<file path="src/include/seg_rx_pkg.sv">
// shared constants and carrier types for the segmented receive packet port
package seg_rx_pkg;

  // bus geometry
  localparam int SEG_COUNT    = 4;
  localparam int SEG_BITS     = 128;
  localparam int SEG_BYTES    = 16;
  localparam int EMPTY_BITS   = 4;

  // empty-count field layout under an error flag
  localparam int EMPTY_LOW_MSB = 2;
  localparam logic [2:0] EMPTY_LOW_ERR = 3'h0;

  // reset synchroniser depth in stages
  localparam int RST_SYNC_STAGES = 2;

  // buffer geometry
  localparam int BUF_DEPTH = 2;

  // clock figures
  localparam int CLK_PERIOD_PS  = 8000;
  localparam int RST_MIN_PS     = 5000;
  localparam int RST_MIN_CYCLES = (RST_MIN_PS + CLK_PERIOD_PS - 1) / CLK_PERIOD_PS;

  // one segment as seen on the user side
  typedef struct packed {
    logic                  valid;
    logic                  first;
    logic                  last;
    logic                  bad;
    logic [EMPTY_BITS-1:0] empty_bytes;
    logic [SEG_BITS-1:0]   data;
  } seg_t;

  // one whole beat of four segments, segment 0 in the low slot
  typedef seg_t [SEG_COUNT-1:0] beat_t;

  localparam int BEAT_BITS = $bits(beat_t);

endpackage

</file>
<file path="src/rtl/beat_buffer.sv">
// two-entry valid/ready buffer holding whole receive beats
`timescale 1ns/1ps
module beat_buffer #(
  parameter int WIDTH = 8,
  parameter int DEPTH = 2
) (
  // clock and reset
  input  wire logic             mclk,
  input  wire logic             rst_n,
  // filling side
  input  wire logic             in_valid,
  output logic                  in_ready,
  input  wire logic [WIDTH-1:0] in_data,
  // draining side
  output logic                  out_valid,
  input  wire logic             out_ready,
  output logic      [WIDTH-1:0] out_data
);

  localparam int PW = $clog2(DEPTH);

  logic [WIDTH-1:0] mem_q [DEPTH];  // storage
  logic [PW-1:0]    wr_q;           // write slot
  logic [PW-1:0]    rd_q;           // read slot
  logic [PW:0]      cnt_q;          // fill level
  logic             push;
  logic             pop;

  // honest full and empty
  // full compares at the level's own width, a pointer-wide depth would wrap to zero
  assign in_ready  = (cnt_q != (PW+1)'(DEPTH)) ? 1'b1 : 1'b0;
  assign out_valid = (cnt_q != '0);
  assign push      = in_valid & in_ready;
  assign pop       = out_valid & out_ready;
  assign out_data  = mem_q[rd_q];

  // pointer and level bookkeeping
  always_ff @(posedge mclk or negedge rst_n) begin
    if (!rst_n) begin
      wr_q  <= '0;
      rd_q  <= '0;
      cnt_q <= '0;
    end else begin
      if (push) begin
        wr_q <= (wr_q == PW'(DEPTH - 1)) ? '0 : wr_q + 1'b1;
      end
      if (pop) begin
        rd_q <= (rd_q == PW'(DEPTH - 1)) ? '0 : rd_q + 1'b1;
      end
      cnt_q <= cnt_q + {{PW{1'b0}}, push} - {{PW{1'b0}}, pop};
    end
  end

  // storage has no reset, contents are gated by the level
  always_ff @(posedge mclk) begin
    if (push) begin
      mem_q[wr_q] <= in_data;
    end
  end

endmodule

</file>
<file path="src/rtl/segmented_rx_packet_port.sv">
// receive half of the segmented local packet bus toward user logic
// What this block does
// - transmit signals timed on transmit clock edge
// - receive signals timed on receive clock edge
// - core synchronises receive and transmit resets internally
// - four 128-bit segments, data valid when enabled
// - enable qualifies every other segment signal
// - first flag marks packet's opening segment
// - last flag marks packet's closing segment
// - bad flag meaningful only with last
// - low bad flag means packet clean
// - empty count gives unused bytes at end
// - bad forces low three empty bits zero
`timescale 1ns/1ps
module segmented_rx_packet_port (
  // single clock, shared by both directions here
  input  wire logic                  mclk,
  input  wire logic                  rstn,
  // per-direction resets, active high, asynchronous
  input  wire logic                  rx_reset,
  input  wire logic                  tx_reset,
  // receive beats from the mac core, same clock domain
  input  wire seg_rx_pkg::beat_t     core_beat,
  output logic                       core_ready,
  // segmented local packet bus toward user logic
  output seg_rx_pkg::beat_t          receive_segment,
  input  wire logic                  user_ready,
  // synchronised reset levels for the transmit half
  output logic                       tx_reset_sync
);

  // synchroniser chains, stage 0 only feeds stage 1
  logic [seg_rx_pkg::RST_SYNC_STAGES-1:0] rx_rst_sync_q;
  logic [seg_rx_pkg::RST_SYNC_STAGES-1:0] tx_rst_sync_q;
  logic                                   rx_in_reset;   // receive side held
  logic                                   rx_buf_rstn;   // buffer reset, low active

  // cleaned beat entering the buffer
  seg_rx_pkg::beat_t                      clean_beat;
  logic                                   any_valid;
  logic                                   buf_in_ready;
  logic                                   buf_out_valid;
  logic [seg_rx_pkg::BEAT_BITS-1:0]       buf_out_data;
  seg_rx_pkg::beat_t                      buf_beat;
  logic                                   take_out;

  // receive reset sampled on the clock, both assertion and release pass through the stages
  always_ff @(posedge mclk or negedge rstn) begin
    if (!rstn) begin
      rx_rst_sync_q <= '1;
    end else begin
      rx_rst_sync_q <= {rx_rst_sync_q[0], rx_reset};
    end
  end

  // transmit reset synchronised the same way
  always_ff @(posedge mclk or negedge rstn) begin
    if (!rstn) begin
      tx_rst_sync_q <= '1;
    end else begin
      tx_rst_sync_q <= {tx_rst_sync_q[0], tx_reset};
    end
  end

  // only the final stage is ever read
  assign rx_in_reset = rx_rst_sync_q[seg_rx_pkg::RST_SYNC_STAGES-1];

  // transmit level handed on from a flop
  always_ff @(posedge mclk or negedge rstn) begin
    if (!rstn) begin
      tx_reset_sync <= 1'b1;
    end else begin
      tx_reset_sync <= tx_rst_sync_q[seg_rx_pkg::RST_SYNC_STAGES-1];
    end
  end

  // buffer held empty while receive reset stands
  // rx_in_reset comes from a flop, rstn straight from the input port
  assign rx_buf_rstn = rstn & ~rx_in_reset;

  // per-segment cleanup before buffering
  always_comb begin
    clean_beat = '0;
    any_valid  = 1'b0;
    for (int s = 0; s < seg_rx_pkg::SEG_COUNT; s++) begin
      // disabled segment shows all flags low
      if (core_beat[s].valid) begin
        any_valid                = 1'b1;
        clean_beat[s].valid      = 1'b1;
        clean_beat[s].data       = core_beat[s].data;
        clean_beat[s].first      = core_beat[s].first;
        clean_beat[s].last       = core_beat[s].last;
        // bad flag kept only with last
        clean_beat[s].bad        = core_beat[s].bad & core_beat[s].last;
        // empty count kept only with last
        if (core_beat[s].last) begin
          clean_beat[s].empty_bytes = core_beat[s].empty_bytes;
        end
        // error forces low three empty bits
        if (core_beat[s].bad) begin
          clean_beat[s].empty_bytes[seg_rx_pkg::EMPTY_LOW_MSB:0] =
            seg_rx_pkg::EMPTY_LOW_ERR;
        end
      end
    end
  end

  // a clean packet shows bad low, passed as-is

  // back-pressure reaches the core; idle beats never occupy space
  assign core_ready = buf_in_ready & ~rx_in_reset;

  // two-entry buffer so a user stall loses no beat
  beat_buffer #(
    .WIDTH (seg_rx_pkg::BEAT_BITS),
    .DEPTH (seg_rx_pkg::BUF_DEPTH)
  ) u_buf (
    .mclk      (mclk),
    .rst_n     (rx_buf_rstn),
    .in_valid  (any_valid & ~rx_in_reset),
    .in_ready  (buf_in_ready),
    .in_data   (clean_beat),
    .out_valid (buf_out_valid),
    .out_ready (take_out),
    .out_data  (buf_out_data)
  );

  assign buf_beat = seg_rx_pkg::beat_t'(buf_out_data);

  // output slot empties when user takes it or it is idle
  assign take_out = buf_out_valid & ~rx_in_reset &
                    (user_ready | ~(|{receive_segment[3].valid, receive_segment[2].valid,
                                      receive_segment[1].valid, receive_segment[0].valid}));

  // output register launched on the clock edge
  always_ff @(posedge mclk or negedge rstn) begin
    if (!rstn) begin
      receive_segment <= '0;
    end else if (rx_in_reset) begin
      // receive reset clears the bus
      receive_segment <= '0;
    end else if (take_out) begin
      receive_segment <= buf_beat;
    end else if (user_ready) begin
      // beat consumed, nothing new
      receive_segment <= '0;
    end
  end

  // transmit half lives elsewhere, sharing this clock

endmodule

</file>
<file path="config.mk">
export PLATFORM = sky130hd
export DESIGN_NAME = segmented_rx_packet_port
export DESIGN_NICKNAME = d
export VERILOG_FILES = /design/src/include/seg_rx_pkg.sv /design/src/rtl/beat_buffer.sv /design/src/rtl/segmented_rx_packet_port.sv
export SDC_FILE = /design/constraint.sdc
export NUM_CORES = 2
export LEC_CHECK = 0
export BUFFER_PORTS_ARGS = -buffer_cell sky130_fd_sc_hd__buf_2
export CAP_MARGIN = 20
export CORE_AREA = 2 2 429 431
export CTS_CLUSTER_DIAMETER = 100
export DETAILED_ROUTE_END_ITERATION = 7
export DIE_AREA = 0 0 431 433
export PLACE_DENSITY = 0.64
export SYNTH_ARGS = -nofsm -noshare
export SYNTH_HDL_FRONTEND = slang
export SYNTH_SLANG_ARGS = --single-unit
</file>
<file path="constraint.sdc">
create_clock -name mclk -period 1.5 [get_ports mclk]
set_clock_uncertainty 0.2 [all_clocks]
set_input_delay 0.3 -clock mclk [delete_from_list [all_inputs] [get_ports mclk]]
set_output_delay 0.3 -clock mclk [all_outputs]
set_load 0.005 [all_outputs]
</file>
==> flow_metrics.tcl <==
set metrics [dict create \
    outcome "finished with violations" \
    violations "negative hold slack, negative setup slack" \
    setup_violations 2465 \
    area_delta_synth_final_pct 46.0 \
    cts_hold_buf 554 \
    final_util_pct 51.6 \
    clkTransAtPathRegs_ns 0.06 \
    gr-total-overflow 0 \
    hpwlAfterDp_mm 148 \
    yosysSeqAreaShare_pct 72.3 \
    critPathArrivalTime_ns 2.77 \
    async_flop_share_pct 33.7 \
    via_per_inst 5.36 \
    path_cells "buf_4, or2_2, buf_6, a21o_4, buf_12, buf_16, buf_4, o32ai_1" \
    worst_pin_slew_ns 0.924 \
    p_sw_mw 59.9 \
    r2r-start "u_buf.cnt_q[1]" \
    yosys-top-cells-area "edfxtp_1, dfrtp_1, mux2i_1" \
    sw_frac_of_total_pct 33.3 \
    start_kind "flip-flop" \
    crit_path_frequent_cell "buf_4" \
    clkSinkCount 1641 \
    cp-end-kind "flip-flop" \
    rsz0062_at_grt "true" \
    synth_top_area_cell "edfxtp_1" \
    die_w_microns 431 \
    root_buffer "clkbuf_16" \
    drc_errors 0 \
    drtIter0Drc 4457 \
    layout.nets 6880 \
    crit_required_ns 1.96 \
    synth-seq-cells 1641 \
    p_leak_nw 38.9 \
    yosys_most_used_dff "edfxtp_1" \
    grt_pass1_wl_mm 325 \
    timing.final.ws_setup_ns -0.806 \
    drive_above_1_share_pct 33.5 \
    slowest_stage "dfrtp_1" \
    cts_tree "built" \
    min_period_over_period_pct 154 \
    seqPwrFrac_pct 37.8 \
    rows 157 \
    grtUsageTotal_pct 23.8 \
    drv_cap 0 \
    fin_cells 8909 \
    pwr-share-clk_pct 24.4 \
    min_from "core_beat[407]" \
    dp.cells 7746 \
    routed_wirelength_mm 241 \
    place_congestion 0.892 \
    power.internal_mw 120 \
    reg2reg_slack_ns -0.81 \
    hold_viol 2 \
    dieHeight_microns 433 \
    synth_most_common_cell "edfxtp_1" \
    avgSynthCellArea_sq_um 15.3 \
    hold_path_end "u_buf.wr_q" \
    synthCells 4202 \
    synth.distinct_cells 31 \
    synth_warnings 0 \
    synth-edff-count 1088 \
    clock.fmax_mhz 434 \
    placed_area_sq_um 75600 \
    grt_start_max_net_pins 76 \
    path_class "reg2reg" \
    finalSetupTns_ns -1317.35 \
    drt_first_pass_iters 6 \
    irDropWorstVdd_mv 1.23 \
    finalMaxSlewViolations 0 \
    clockBufferDepth 3 \
    period_needed_ns 2.31 \
    hold_path_class "in2reg" \
    routedWlPerCell_microns 27.1 \
    grt_pass1_vias 47969 \
    io_pins 1095 \
    power_density_nw_per_um2 1920 \
    syn_area_sq_um 64300 \
    post-place-ws_ns -0.897 \
    initial_core_util_pct 35.3 \
    max-slew-margin-rel_pct 37.8 \
    whs_path_depth 5 \
    antenna_found_initial 34 \
    synth_nets 4753 \
    combinationalPowerShare_pct 37.9 \
    reg2reg_to "receive_segment[300]" \
    drtAntennaViolNets 0 \
    holdWs_ns -0.127 \
    vias 47755 \
    cts_buffers 174 \
    core_sq_um 182000 \
    critPathMaxFanout 10 \
    synth_top_cells_by_count "edfxtp_1, dfrtp_1, nand2_1" \
    clock_latency_ns 0.83 \
    slowest_delay_ns 0.38 \
    synth_top_area_share_pct 50.8 \
    reg2regPathDepth 8 \
    fin_area_sq_um 93900 \
    cts_htree_levels 4 \
    numPortBuffers 1094 \
    dieArea_sq_um 187000 \
]
[layer usage]
layer / wire (microns) / track usage, % / part of all wire [%] / vias to the layer above
li1: - / - / - / 20268
met1: 87000 / 28.0 / 36 / 23966
met2: 118000 / 39.5 / 49 / 2679
met3: 18400 / 5.39 / 7.6 / 828
met4: 17300 / 14.9 / 7.2 / 14
met5: 101 / 0 / 0.042 / -
[state kept, by name (all words and copies together), names as in the netlist]
name and flops:
rx_rst_sync_q 2, receive_segment 544, u_buf.wr_q 1, tx_rst_sync_q 2
tx_reset_sync 1, u_buf.mem_q 1088, u_buf.rd_q 1, u_buf.cnt_q 2
[critical path: cells and delay by family (launching register included)]
family / cells / cell delay, ns
AO/OA/AOI/OAI: 2 / 0.45
AND/OR/NAND/NOR: 1 / 0.29
flip-flops: 1 / 0.38
buffers and inverters: 5 / 0.80
[timing repair]
| action | 4_1_cts | 5_1_grt |
|---|---|---|
| gates resized for setup | 211 | 187 |
| buffers inserted | 93 | 21 |
| endpoints found under the hold margin | 1645 | 2 |
| gates cloned | 75 | 60 |
| pin swaps | 22 | 12 |
| endpoints found under the setup margin | 2181 | 2467 |
[through the flow]
| stage | power [mW] | hold WS [ns] |
|---|---|---|
| 2_1_floorplan | 83.4 | -0.196 |
| 3_5_place_dp | 118 | 0.00818 |
| 3_3_place_gp | 117 | 0.00910 |
| 4_1_cts | 173 | -0.104 |
| 6_report | 180 | -0.127 |
| 5_1_grt | 186 | -0.145 |
[how the worst max path moves through the flow]
| stage | depth (start not counted) | slack, ns | startpoint | to |
|---|---|---|---|---|
| final | 8 | -0.81 | u_buf.cnt_q[1] | receive_segment[300] |
| after global routing | 8 | -0.84 | u_buf.cnt_q[1] | receive_segment[300] |
| after CTS | 4 | -0.76 | u_buf.cnt_q[0] | core_ready |
| after detailed placement | 6 | -0.90 | core_beat[543] | u_buf.mem_q[1][479] |
| after global placement | 6 | -0.91 | core_beat[543] | u_buf.mem_q[1][479] |
| after floorplan | 1 | -16.84 | u_buf.wr_q | u_buf.mem_q[0][0] |
[kinds of logic after synthesis]
logic type / Yosys count / synth area share [%]
and+or+nand+nor: 1095 / 8.57
adders and majority gates: 2 / 0.0389
muxes: 544 / 8.47
xor gates and xnor gates: 4 / 0.0545
DFF: 1641 / 72.3
AOI/OAI and AO/OA: 550 / 7.45
buffers and inverters: 366 / 3.12
[cell type report]
| class | count | area, sq um |
|---|---|---|
| tap | 2385 | 2980 |
| antenna | 42 | 105 |
| clock inverter | 68 | 835 |
| multi-input combinational | 2196 | 17200 |
| clock buffer | 261 | 5060 |
| sequential | 1641 | 46500 |
| timing repair buffer | 2308 | 21200 |
| fill | 14502 | 88200 |
| inverter | 8 | 37.5 |
[cells in the final DEF, fill, tap and decap left out, drive strengths merged, types with 2 or more instances in the layout]
cell type       n
a21oi           4
and2          517
and3            8
buf          1696
bufbuf         12
bufinv         10
clkbuf        308
clkinv         48
clkinvlp        3
dfrtp         548
dfstp           5
diode          42
dlygate4sd3   553
edfxtp       1088
ha              2
inv            15
mux2            4
mux2i         540
nand2         546
nand2b          4
nor2            2
nor2b           2
nor3b          12
nor4            3
o211ai          5
o32ai         540
xnor2           3
[power groups by stage]
stage	Sequential [mW]	Clock [mW]	Combinational, mW
finish	68.0	43.9	68.2
global route	68.7	46.2	71.2
CTS	67.7	44.1	61.1
detailed placement	68.3	0	49.2
global placement	68.1	0	48.5
floorplan	62.0	0	21.5
Power figures use the tool's default switching activity.
